==> src/include/fmrx_pkg.sv <==
package fmrx_pkg;

  // ***********************
  // bus and framing
  // ***********************
  localparam logic [6:0] DEV_ADDR   = 7'h10;
  localparam logic [3:0] BYTE_BITS  = 4'h8;
  localparam int         SYS_CLK_HZ = 40_000_000;
  localparam int         BUS_MAX_HZ = 400_000;
  // sys clocks per bus bit at top speed, sets the oversampling margin
  localparam int         BIT_CYCLES = SYS_CLK_HZ / BUS_MAX_HZ;

  // ***********************
  // register map
  // ***********************
  localparam int         REG_DEPTH = 32;
  localparam logic [7:0] IDX_CTRL  = 8'h00;
  localparam logic [7:0] IDX_RSSI  = 8'h03;
  localparam logic [7:0] IDX_STAT  = 8'h04;
  localparam logic [7:0] IDX_VOL   = 8'h14;
  localparam logic [7:0] IDX_DIVL  = 8'h15;
  localparam logic [7:0] IDX_MIX   = 8'h16;
  localparam logic [7:0] IDX_SYNH  = 8'h17;
  localparam int         CTRL_SRST = 7;
  localparam int         CTRL_STBY = 5;
  localparam int         CTRL_RXRQ = 4;
  localparam int         VOL_MUTE  = 7;
  localparam int         STAT_STEREO = 0;

  // ***********************
  // reset values
  // ***********************
  localparam logic [7:0]  DEF_CTRL  = 8'h20;
  localparam logic [7:0]  DEF_DIVL  = 8'h01;
  localparam logic [7:0]  DEF_MIX   = 8'h08;
  localparam logic [7:0]  DEF_SYNH  = 8'h5c;
  localparam logic [7:0]  DEF_OTHER = 8'h00;
  localparam logic [10:0] DEF_DIV   = 11'h001;
  localparam logic [12:0] DEF_SYNTH = 13'hb81;

  typedef enum logic [1:0] {
    MODE_IDLE = 2'h0,
    MODE_RX   = 2'h1,
    MODE_STBY = 2'h3
  } fmrx_mode_t;

  typedef enum logic [2:0] {
    ST_IDLE = 3'h0,
    ST_RX   = 3'h1,
    ST_RACK = 3'h3,
    ST_TX   = 3'h2,
    ST_TACK = 3'h6
  } fmrx_state_t;

  typedef enum logic [1:0] {
    PH_ADDR  = 2'h0,
    PH_INDEX = 2'h1,
    PH_DATA  = 2'h3
  } fmrx_phase_t;

  typedef struct packed {
    fmrx_mode_t  mode;
    logic        audio_mute;
    logic [10:0] ref_div;
    logic [12:0] synth_offset_word;
  } fmrx_cfg_t;

  localparam fmrx_cfg_t CFG_RESET = '{MODE_STBY, 1'b0, DEF_DIV, DEF_SYNTH};

endpackage

==> src/logic/fmrx_serial_ctrl.sv <==
`timescale 1ns/1ps
// Overview of operation
// bus runs at most 400 kHz
// eight bits MSB first, then acknowledge
// master stops or restarts after a nack
// early stop leaves unwritten registers unchanged
// partial byte discarded, never written
// start condition resets byte framing
// respond only to address 0010000
// address LSB selects write or read
// second byte is start index, auto-increment
// unlimited bytes until stop
// stop is SDA rising while SCL high
// master nack ends read, release SDA
// power-on loads all register defaults
// control bit 7 resets to standby
// after reset stay in standby
// receive when request set, standby clear
// 11-bit reference divider, default 0x01
// 13-bit synth offset word, default 0xB81
// reference clock divided by divider setting
// volume bit 7 mutes audio
// stereo indicator readable in status bit 0
// signal strength readable as 8-bit value
// standby outranks receive; both zero idle
module fmrx_serial_ctrl #(
  parameter int REG_DEPTH = fmrx_pkg::REG_DEPTH
) (
  input  wire logic               i_clk_sys,
  input  wire logic               i_sys_rst,
  input  wire logic               i_scl,
  input  wire logic               i_sda,
  output logic                    o_sda_o,
  output logic                    o_sda_oe_n,
  input  wire logic               i_ref_clk,
  input  wire logic [7:0]         i_signal_strength_db,
  input  wire logic               i_stereo_indicator,
  output fmrx_pkg::fmrx_cfg_t     o_cfg,
  output logic                    o_ref_tick
);

  localparam int AW = $clog2(REG_DEPTH);

  // ***********************
  // declarations
  // ***********************
  fmrx_pkg::fmrx_state_t state_r, state_nxt;
  fmrx_pkg::fmrx_phase_t phase_r, phase_nxt;
  fmrx_pkg::fmrx_cfg_t   cfg_nxt;
  logic [3:0]  bitcnt_r, bitcnt_nxt;
  logic [7:0]  shift_r, shift_nxt;
  logic [7:0]  idx_r, idx_nxt;
  logic        rw_r, rw_nxt;
  logic        nack_r, nack_nxt;
  logic        oe_n_r, oe_n_nxt;
  logic        scl_r, sda_r, ref_r;
  logic        wr_en;
  logic [7:0]  tx_byte;
  logic [7:0]  regs_r [REG_DEPTH];
  logic [10:0] rcnt_r, rcnt_nxt;
  logic        tick_nxt;
  logic        scl_rise, scl_fall, start_det, stop_det, ref_rise;

  // ***********************
  // helpers
  // ***********************
  // power-on and soft-reset contents of one register
  function automatic logic [7:0] reg_default(input logic [7:0] idx);
    if (idx == fmrx_pkg::IDX_CTRL)
      return fmrx_pkg::DEF_CTRL;
    else if (idx == fmrx_pkg::IDX_DIVL)
      return fmrx_pkg::DEF_DIVL;
    else if (idx == fmrx_pkg::IDX_MIX)
      return fmrx_pkg::DEF_MIX;
    else if (idx == fmrx_pkg::IDX_SYNH)
      return fmrx_pkg::DEF_SYNH;
    else
      return fmrx_pkg::DEF_OTHER;
  endfunction

  // byte seen by the master on a read; status comes live from the inputs
  function automatic logic [7:0] rd_byte(input logic [7:0] idx);
    // stereo status bit
    if (idx == fmrx_pkg::IDX_STAT)
      return {regs_r[idx[AW-1:0]][7:1], i_stereo_indicator};
    // signal strength read
    else if (idx == fmrx_pkg::IDX_RSSI)
      return i_signal_strength_db;
    else if (idx < 8'(REG_DEPTH))
      return regs_r[idx[AW-1:0]];
    else
      return 8'h00;
  endfunction

  // ***********************
  // bus line events
  // ***********************
  // lines are sampled every sys clock; at 40 MHz a 400 kHz bit spans
  // about BIT_CYCLES samples, so no edge can slip between two samples
  // oversampled bus edges
  assign scl_rise  = i_scl & ~scl_r;
  assign scl_fall  = ~i_scl & scl_r;
  // start detect
  assign start_det = i_scl & scl_r & sda_r & ~i_sda;
  // stop detect
  assign stop_det  = i_scl & scl_r & ~sda_r & i_sda;
  assign ref_rise  = i_ref_clk & ~ref_r;

  // a process rather than an assign, so stored bits and live status are tracked
  always_comb
    tx_byte = rd_byte(idx_r);

  // ***********************
  // target state machine
  // ***********************
  // next values of the bus target
  always_comb
  begin
    state_nxt  = state_r;
    phase_nxt  = phase_r;
    bitcnt_nxt = bitcnt_r;
    shift_nxt  = shift_r;
    idx_nxt    = idx_r;
    rw_nxt     = rw_r;
    nack_nxt   = nack_r;
    oe_n_nxt   = oe_n_r;
    wr_en      = 1'b0;
    // stop ends the transfer, nothing further written
    if (stop_det)
    begin
      state_nxt = fmrx_pkg::ST_IDLE;
      oe_n_nxt  = 1'b1;
    end
    // start resets framing, also as repeated start
    else if (start_det)
    begin
      state_nxt  = fmrx_pkg::ST_RX;
      phase_nxt  = fmrx_pkg::PH_ADDR;
      bitcnt_nxt = 4'h0;
      oe_n_nxt   = 1'b1;
    end
    else
    begin
      case (state_r)
        fmrx_pkg::ST_RX:
        begin
          // shift MSB first
          if (scl_rise && bitcnt_r != fmrx_pkg::BYTE_BITS)
          begin
            shift_nxt  = {shift_r[6:0], i_sda};
            bitcnt_nxt = bitcnt_r + 4'h1;
          end
          // act only on a whole byte
          else if (scl_fall && bitcnt_r == fmrx_pkg::BYTE_BITS)
          begin
            state_nxt = fmrx_pkg::ST_RACK;
            oe_n_nxt  = 1'b0;
            case (phase_r)
              fmrx_pkg::PH_ADDR:
              begin
                // address match
                if (shift_r[7:1] == fmrx_pkg::DEV_ADDR)
                begin
                  // direction bit
                  rw_nxt    = shift_r[0];
                  phase_nxt = fmrx_pkg::PH_INDEX;
                end
                else
                begin
                  state_nxt = fmrx_pkg::ST_IDLE;
                  oe_n_nxt  = 1'b1;
                end
              end
              fmrx_pkg::PH_INDEX:
              begin
                // start index
                idx_nxt   = shift_r;
                phase_nxt = fmrx_pkg::PH_DATA;
              end
              default:
              begin
                // write and advance, no limit
                wr_en   = 1'b1;
                idx_nxt = idx_r + 8'h01;
              end
            endcase
          end
        end
        fmrx_pkg::ST_RACK:
        begin
          // acknowledge held over one full clock pulse
          if (scl_fall)
          begin
            bitcnt_nxt = 4'h0;
            if (rw_r && phase_r == fmrx_pkg::PH_INDEX)
            begin
              state_nxt = fmrx_pkg::ST_TX;
              shift_nxt = tx_byte;
              oe_n_nxt  = tx_byte[7];
              idx_nxt   = idx_r + 8'h01;
            end
            else
            begin
              state_nxt = fmrx_pkg::ST_RX;
              oe_n_nxt  = 1'b1;
            end
          end
        end
        fmrx_pkg::ST_TX:
        begin
          // send MSB first, release for master ack
          if (scl_fall)
          begin
            if (bitcnt_r == fmrx_pkg::BYTE_BITS - 4'h1)
            begin
              state_nxt = fmrx_pkg::ST_TACK;
              oe_n_nxt  = 1'b1;
            end
            else
            begin
              shift_nxt  = {shift_r[6:0], 1'b0};
              oe_n_nxt   = shift_r[6];
              bitcnt_nxt = bitcnt_r + 4'h1;
            end
          end
        end
        fmrx_pkg::ST_TACK:
        begin
          if (scl_rise)
            nack_nxt = i_sda;
          else if (scl_fall)
          begin
            bitcnt_nxt = 4'h0;
            // nack leaves SDA released
            if (nack_r)
              state_nxt = fmrx_pkg::ST_IDLE;
            else
            begin
              state_nxt = fmrx_pkg::ST_TX;
              shift_nxt = tx_byte;
              oe_n_nxt  = tx_byte[7];
              idx_nxt   = idx_r + 8'h01;
            end
          end
        end
        default:
          oe_n_nxt = 1'b1;
      endcase
    end
  end

  // registers of the bus target
  always_ff @(posedge i_clk_sys or posedge i_sys_rst)
  begin
    if (i_sys_rst)
    begin
      state_r  <= fmrx_pkg::ST_IDLE;
      phase_r  <= fmrx_pkg::PH_ADDR;
      bitcnt_r <= 4'h0;
      shift_r  <= 8'h00;
      idx_r    <= 8'h00;
      rw_r     <= 1'b0;
      nack_r   <= 1'b0;
      oe_n_r   <= 1'b1;
      scl_r    <= 1'b1;
      sda_r    <= 1'b1;
    end
    else
    begin
      state_r  <= state_nxt;
      phase_r  <= phase_nxt;
      bitcnt_r <= bitcnt_nxt;
      shift_r  <= shift_nxt;
      idx_r    <= idx_nxt;
      rw_r     <= rw_nxt;
      nack_r   <= nack_nxt;
      oe_n_r   <= oe_n_nxt;
      scl_r    <= i_scl;
      sda_r    <= i_sda;
    end
  end

  // ***********************
  // register file
  // ***********************
  // writes past the array are dropped; the soft reset bit is never
  // stored, so it reads back zero and needs no clearing
  always_ff @(posedge i_clk_sys or posedge i_sys_rst)
  begin
    if (i_sys_rst)
    begin
      // power-on defaults
      for (int i = 0; i < REG_DEPTH; i++)
        regs_r[i] <= reg_default(8'(i));
    end
    // soft reset reloads defaults, standby included
    else if (wr_en && idx_r == fmrx_pkg::IDX_CTRL && shift_r[fmrx_pkg::CTRL_SRST])
    begin
      for (int i = 0; i < REG_DEPTH; i++)
        regs_r[i] <= reg_default(8'(i));
    end
    else if (wr_en && idx_r < 8'(REG_DEPTH))
      regs_r[idx_r[AW-1:0]] <= shift_r;
  end

  // ***********************
  // configuration outputs
  // ***********************
  // decoded configuration, registered once more for clean outputs
  always_comb
  begin
    // standby first, idle when both clear
    if (regs_r[fmrx_pkg::IDX_CTRL[AW-1:0]][fmrx_pkg::CTRL_STBY])
      cfg_nxt.mode = fmrx_pkg::MODE_STBY;
    // receive request
    else if (regs_r[fmrx_pkg::IDX_CTRL[AW-1:0]][fmrx_pkg::CTRL_RXRQ])
      cfg_nxt.mode = fmrx_pkg::MODE_RX;
    else
      cfg_nxt.mode = fmrx_pkg::MODE_IDLE;
    // mute
    cfg_nxt.audio_mute = regs_r[fmrx_pkg::IDX_VOL[AW-1:0]][fmrx_pkg::VOL_MUTE];
    // divider across two registers
    cfg_nxt.ref_div = {regs_r[fmrx_pkg::IDX_MIX[AW-1:0]][2:0],
                       regs_r[fmrx_pkg::IDX_DIVL[AW-1:0]]};
    // synth offset word, high byte then upper bits of mix
    cfg_nxt.synth_offset_word = {regs_r[fmrx_pkg::IDX_SYNH[AW-1:0]],
                                 regs_r[fmrx_pkg::IDX_MIX[AW-1:0]][7:3]};
  end

  // ***********************
  // reference divider
  // ***********************
  // reference is sampled, so it must stay below half of the sys clock;
  // a divider of zero is treated as one
  always_comb
  begin
    rcnt_nxt = rcnt_r;
    tick_nxt = 1'b0;
    // count reference edges
    if (ref_rise)
    begin
      if (rcnt_r + 11'h001 >= o_cfg.ref_div)
      begin
        rcnt_nxt = 11'h000;
        tick_nxt = 1'b1;
      end
      else
        rcnt_nxt = rcnt_r + 11'h001;
    end
  end

  // output and divider registers
  always_ff @(posedge i_clk_sys or posedge i_sys_rst)
  begin
    if (i_sys_rst)
    begin
      // standby straight out of reset
      o_cfg      <= fmrx_pkg::CFG_RESET;
      o_ref_tick <= 1'b0;
      rcnt_r     <= 11'h000;
      ref_r      <= 1'b1;    // a rise needs a low sample first: no false edge
      o_sda_o    <= 1'b0;
      o_sda_oe_n <= 1'b1;
    end
    else
    begin
      o_cfg      <= cfg_nxt;
      o_ref_tick <= tick_nxt;
      rcnt_r     <= rcnt_nxt;
      ref_r      <= i_ref_clk;
      o_sda_o    <= 1'b0;    // open drain: only ever pulls low
      o_sda_oe_n <= oe_n_nxt;
    end
  end

endmodule

==> config.mk <==
export PLATFORM = sky130hd
export DESIGN_NAME = fmrx_serial_ctrl
export DESIGN_NICKNAME = d
export VERILOG_FILES = /design/src/include/fmrx_pkg.sv /design/src/logic/fmrx_serial_ctrl.sv
export SDC_FILE = /design/constraint.sdc
export NUM_CORES = 1
export LEC_CHECK = 0
export BUFFER_PORTS_ARGS = -buffer_cell sky130_fd_sc_hd__buf_4
export CORE_MARGIN = 1.5
export CORE_UTILIZATION = 50
export DETAILED_ROUTE_END_ITERATION = 16
export PLACE_DENSITY = 0.7
export SYNTH_ARGS = -nofsm -noshare
export SYNTH_HDL_FRONTEND = slang
export SYNTH_SLANG_ARGS = --single-unit
export TNS_END_PERCENT = 10
==> constraint.sdc <==
create_clock -name i_clk_sys -period 9.9 [get_ports i_clk_sys]
set_input_delay 0.495 -clock i_clk_sys [delete_from_list [all_inputs] [get_ports i_clk_sys]]
set_output_delay 0.495 -clock i_clk_sys [all_outputs]
set_load 0.01 [all_outputs]
==> reports/metrics.sh <==
MAX_SLEW_MARGIN_PCT=20.8
CLOCK-SINKS=326
MULTI_INPUT_COMB_AREA_UM2=6760
CRIT_CHAIN='nor3b_4, and3_4, and3_1, nand2_8, nand3_1, o21ai_0'
FP.COREAREA_UM2=30900
REGAREA_UM2=8190
YS_FF_LATCH=326
ENDPOINT_KIND='flop'
YS_WARN_COUNT=0
DIE_H_UM=181
DRV.MAX_CAP_VIOLATION_COUNT=0
FIN_WORST_SKEW_PS=13.6
CTS_HOLD_REPAIR.BUFFERS=0
SYNTH.NET_COUNT=1506
FMAX_MHz=269
FINAL_CORE_UTILIZATION_PCT=55.5
CTS_TREE='yes'
DETAILEDROUTE.FIRSTITERATIONVIOLATIONS=1187
POST-ROUTE-DRC-COUNT=0
FILL_CELLS=2638
DIE_WIDTH_UM=181
CRIT_SLOWEST_CELL='and3_1'
ROUTE.DETAILED.VIAS_PER_INST=6.28
GRT_START_MAX_NET_PINS=195
RSZ0062_AT_GRT='no'
FIN_TNS_SETUP_PS=0
FINAL_LAYOUT_SIZE_SUFFIX_GT1_SHARE_PCT=16.1
GRTUSAGETOTAL_PCT=24.6
VIAS=11700
WORSTSETUPSTARTPOINTTYPE='flop'
CP_MAX_FO=194
WL_UM=39500
FINAL_HOLD_VIOL_COUNT=0
SYNTH_CELLS=1474
GLOBAL_PLACEMENT_ROUTABILITY_CONGESTION=0.886
WORST_HOLD_PATH_TYPE='input pin to asynchronous set/reset pin'
CLKLATENCYLATEPIN_PS=520
SYN-CELL-AREA_UM2=15800
MIN_PERIOD_OVER_PERIOD_PCT=37.5
STATUS='complete, no violations'
CTS-RESIZED-GATES=0
SYNTH.YOSYS.SEQ_AREA_SHARE_PCT=51.7
IO_BUFFERS=42
FINAL_ANTENNA_NET_COUNT=0
NUMBER_OF_GLOBAL_ROUTE_VIAS_BEFORE_REPAIR=11300
NUMBER_OF_SYNTHESIZED_FLOPS_WITH_AN_ENABLE_PIN=0
INITIAL_ANTENNA_VIOLATION_COUNT=0
SYN2LAYOUT_AREA_GROWTH_PCT=8.33
POWER_DENSITY_nW_PER_UM2=169
N_ANTENNA_CELL=0
INITIAL_UTILIZATION_PCT=51.2
WHS_PS=72.9
YS_ASYNC_SR_FRACTION_PCT=100
FIN_CRIT_PS=3720
GRT_PASS1_WL_UM=63700
AVGSYNTHCELLAREA_UM2=10.7
GLOBAL_ROUTE.OVERFLOW_TOTAL=0
FINAL_MAX_SLEW_VIOL_COUNT=0
NETS=1468
CLOCK_TRANSITION_AT_THE_REGISTERS_OF_THE_REPORTED_PATHS_PS=60
CRIT_REQUIRED_PS=10260
FP.DIEAREA_UM2=32700
AVGROUTEDWIREPERCELL_UM=21.3
WORST_PATH_LARGEST_CELL_DELAY_PS=900
TRITONCTS.NUM_BUFFERS=35
LARGEST_BUFFER_COUNT_ON_ANY_CLOCK_PATH=3
WORST-SETUP-PATH-TYPE='flop to flop'
TIGHTESTPINTRANSITION_PS=1190
YOSYS.CELL_TYPES.COUNT=74
TIMING.FINAL.SETUP_VIOLATIONS=0
CLK_ROOT_BUFFER_CELL='clkbuf_16'
WORST_EP_ARRIVAL_TIME_PS=4080
PLACED_WIRE_LENGTH_ESTIMATE_AFTER_DETAILED_PLACEMENT_UM=25100
VDD.IR_DROP.WORST_mV=0.116
CTS_POST_SETUP_BUFFERS_INSERTED=0
IO_PINS=44
CTS_HTREE_LEVELS=2
SYNTH_FLOP_CELL='dfrtp_1'
DETAIL_ROUTE.FIRST_PASS.ITERATIONS=5
POWER.STATIC_LEAKAGE_nW=7.38
NUM_ROWS=64
Yosys cell counts (4+ instances only):
library cell | instances | area (um^2)
dfrtp_1 | 307 | 7680
nand3_1 | 229 | 1150
o21ai_1 | 190 | 951
nand2_1 | 118 | 443
clkbuf_1 | 62 | 233
mux4_2 | 62 | 1400
o21ai_0 | 58 | 290
a21oi_1 | 44 | 220
nor2_1 | 42 | 158
mux2i_1 | 31 | 310
buf_6 | 29 | 327
buf_2 | 27 | 135
inv_1 | 21 | 78.8
dfstp_2 | 19 | 499
ha_1 | 18 | 225
a22o_1 | 14 | 123
buf_4 | 14 | 105
nand2b_1 | 14 | 87.6
nor2b_1 | 12 | 75.1
o22ai_1 | 12 | 75.1
nand4_1 | 9 | 56.3
or3_1 | 8 | 50.1
nor3_1 | 7 | 35.0
and3_1 | 6 | 37.5
mux2_2 | 6 | 67.6
nand2_2 | 6 | 37.5
a21o_1 | 5 | 37.5
a31oi_1 | 5 | 31.3
and2_1 | 5 | 31.3
o211ai_1 | 5 | 37.5
o31ai_1 | 5 | 37.5
xnor2_1 | 5 | 43.8
xor2_1 | 5 | 43.8
a2111oi_0 | 4 | 35.0
nand2_4 | 4 | 45.0
nand4_4 | 4 | 85.1
nor4_1 | 4 | 25.0
flip-flops by register name, indices dropped and copies added (netlist names), 2 cells and up:
| signal | flops |
|---|---|
| idx_r | 8 |
| bitcnt_r | 4 |
| phase_r | 2 |
| regs_r | 231 |
| rcnt_r | 11 |
| cfg_nxt | 25 |
| state_r | 3 |
| shift_r | 8 |
| o_cfg | 27 |
where the power goes:
group / switching (W) / internal, W
clock: 0.000524 / 0.000800
combinational: 0.000150 / 0.0000418
sequential: 0.0000329 / 0.00135
total: 0.000706 / 0.00219
critical path, delay by kind of cell (launching register included):
family           cells  cell delay [ps]
AO/OA/AOI/OAI        1              140
flip-flops           1              560
AND/OR/NAND/NOR      5             2720
cell families (layout without fill, tap and decap cells):
family | count (synthesis) | in the layout | synth area share [%]
flip-flops | 326 | 326 | 51.7
AND/OR/NAND/NOR | 496 | 496 | 16.3
adder cells (fa/ha/maj) | 18 | 18 | 1.42
buffers and inverters | 155 | 143 | 5.67
XOR/XNOR | 10 | 10 | 0.553
multiplexers | 99 | 99 | 11.2
other | 1 | 1 | 0.0237
AO/OA/AOI/OAI | 369 | 369 | 13.1
cell type report:
cell class | count | area share (%)
multi-input combinational | 993 | 39.4
sequential | 326 | 47.8
clock buffer | 58 | 6.32
timing repair buffer | 58 | 2.54
inverter | 22 | 0.526
clock inverter | 5 | 0.526
tap | 396 | 2.89
final timing paths:
| path | from | endpoint | slack, ps | cells after the start |
|---|---|---|---|---|
| setup / recovery | state_r[2] | regs_r[215] | 6180 | 6 |
| min in group i_clk_sys | i_ref_clk | ref_r | 100 | 1 |
| hold / removal | i_sys_rst | rcnt_r[8] | 70 | 2 |
| setup reg to reg | state_r[2] | regs_r[215] | 6180 | 6 |
| hold reg to reg | cfg_nxt[8] | o_cfg[8] | 380 | 0 |
| max in group asynchronous | i_sys_rst | idx_r[0] | 7370 | 4 |
per-stage QoR:
stage / std cells / power (W) / setup slack [ps] / instance area [um^2]
CTS: 1858 / 0.00291 / 6230 / 17100
floorplan: 1474 / 0.00152 / 410 / 15800
global route: 1858 / 0.00299 / 5910 / 17100
finish: 1858 / 0.00290 / 6180 / 17100
global placement: 1795 / 0.00159 / 6310 / 16000
detailed placement: 1795 / 0.00160 / 6270 / 16000
metal layers:
metal	share of wire, %	GRT usage [%]	vias up	wire [um]
met1	44	35.5	5889	17500
met5	0	0	-	0
met2	47	38.9	422	18700
met3	6.5	3.85	58	2570
met4	2.0	6.49	0	771
li1	-	-	5300	-
layout by cell type (no fill, tap or decap), drive strengths merged, types with 4 or more instances in the layout:
cell	Yosys	final
nand3	231	231
ha	18	18
xnor2	5	5
nor2	45	45
xor2	5	5
or3	8	8
dfstp	19	19
nor3	9	9
o211ai	5	5
a2111oi	5	5
nor4	6	6
a22o	14	14
nor2b	12	12
nand2b	14	14
mux2	6	6
a211oi	4	4
nand2	128	128
o31ai	5	5
nand4	15	15
and2	8	8
clkbuf	62	58
or2	4	4
buf	71	58
a21oi	44	44
and3	7	7
mux2i	31	31
dfrtp	307	307
o22ai	12	12
o21ai	248	248
a21o	5	5
a31oi	5	5
inv	21	22
mux4	62	62
Note: power is estimated with default switching activity, not from simulation.
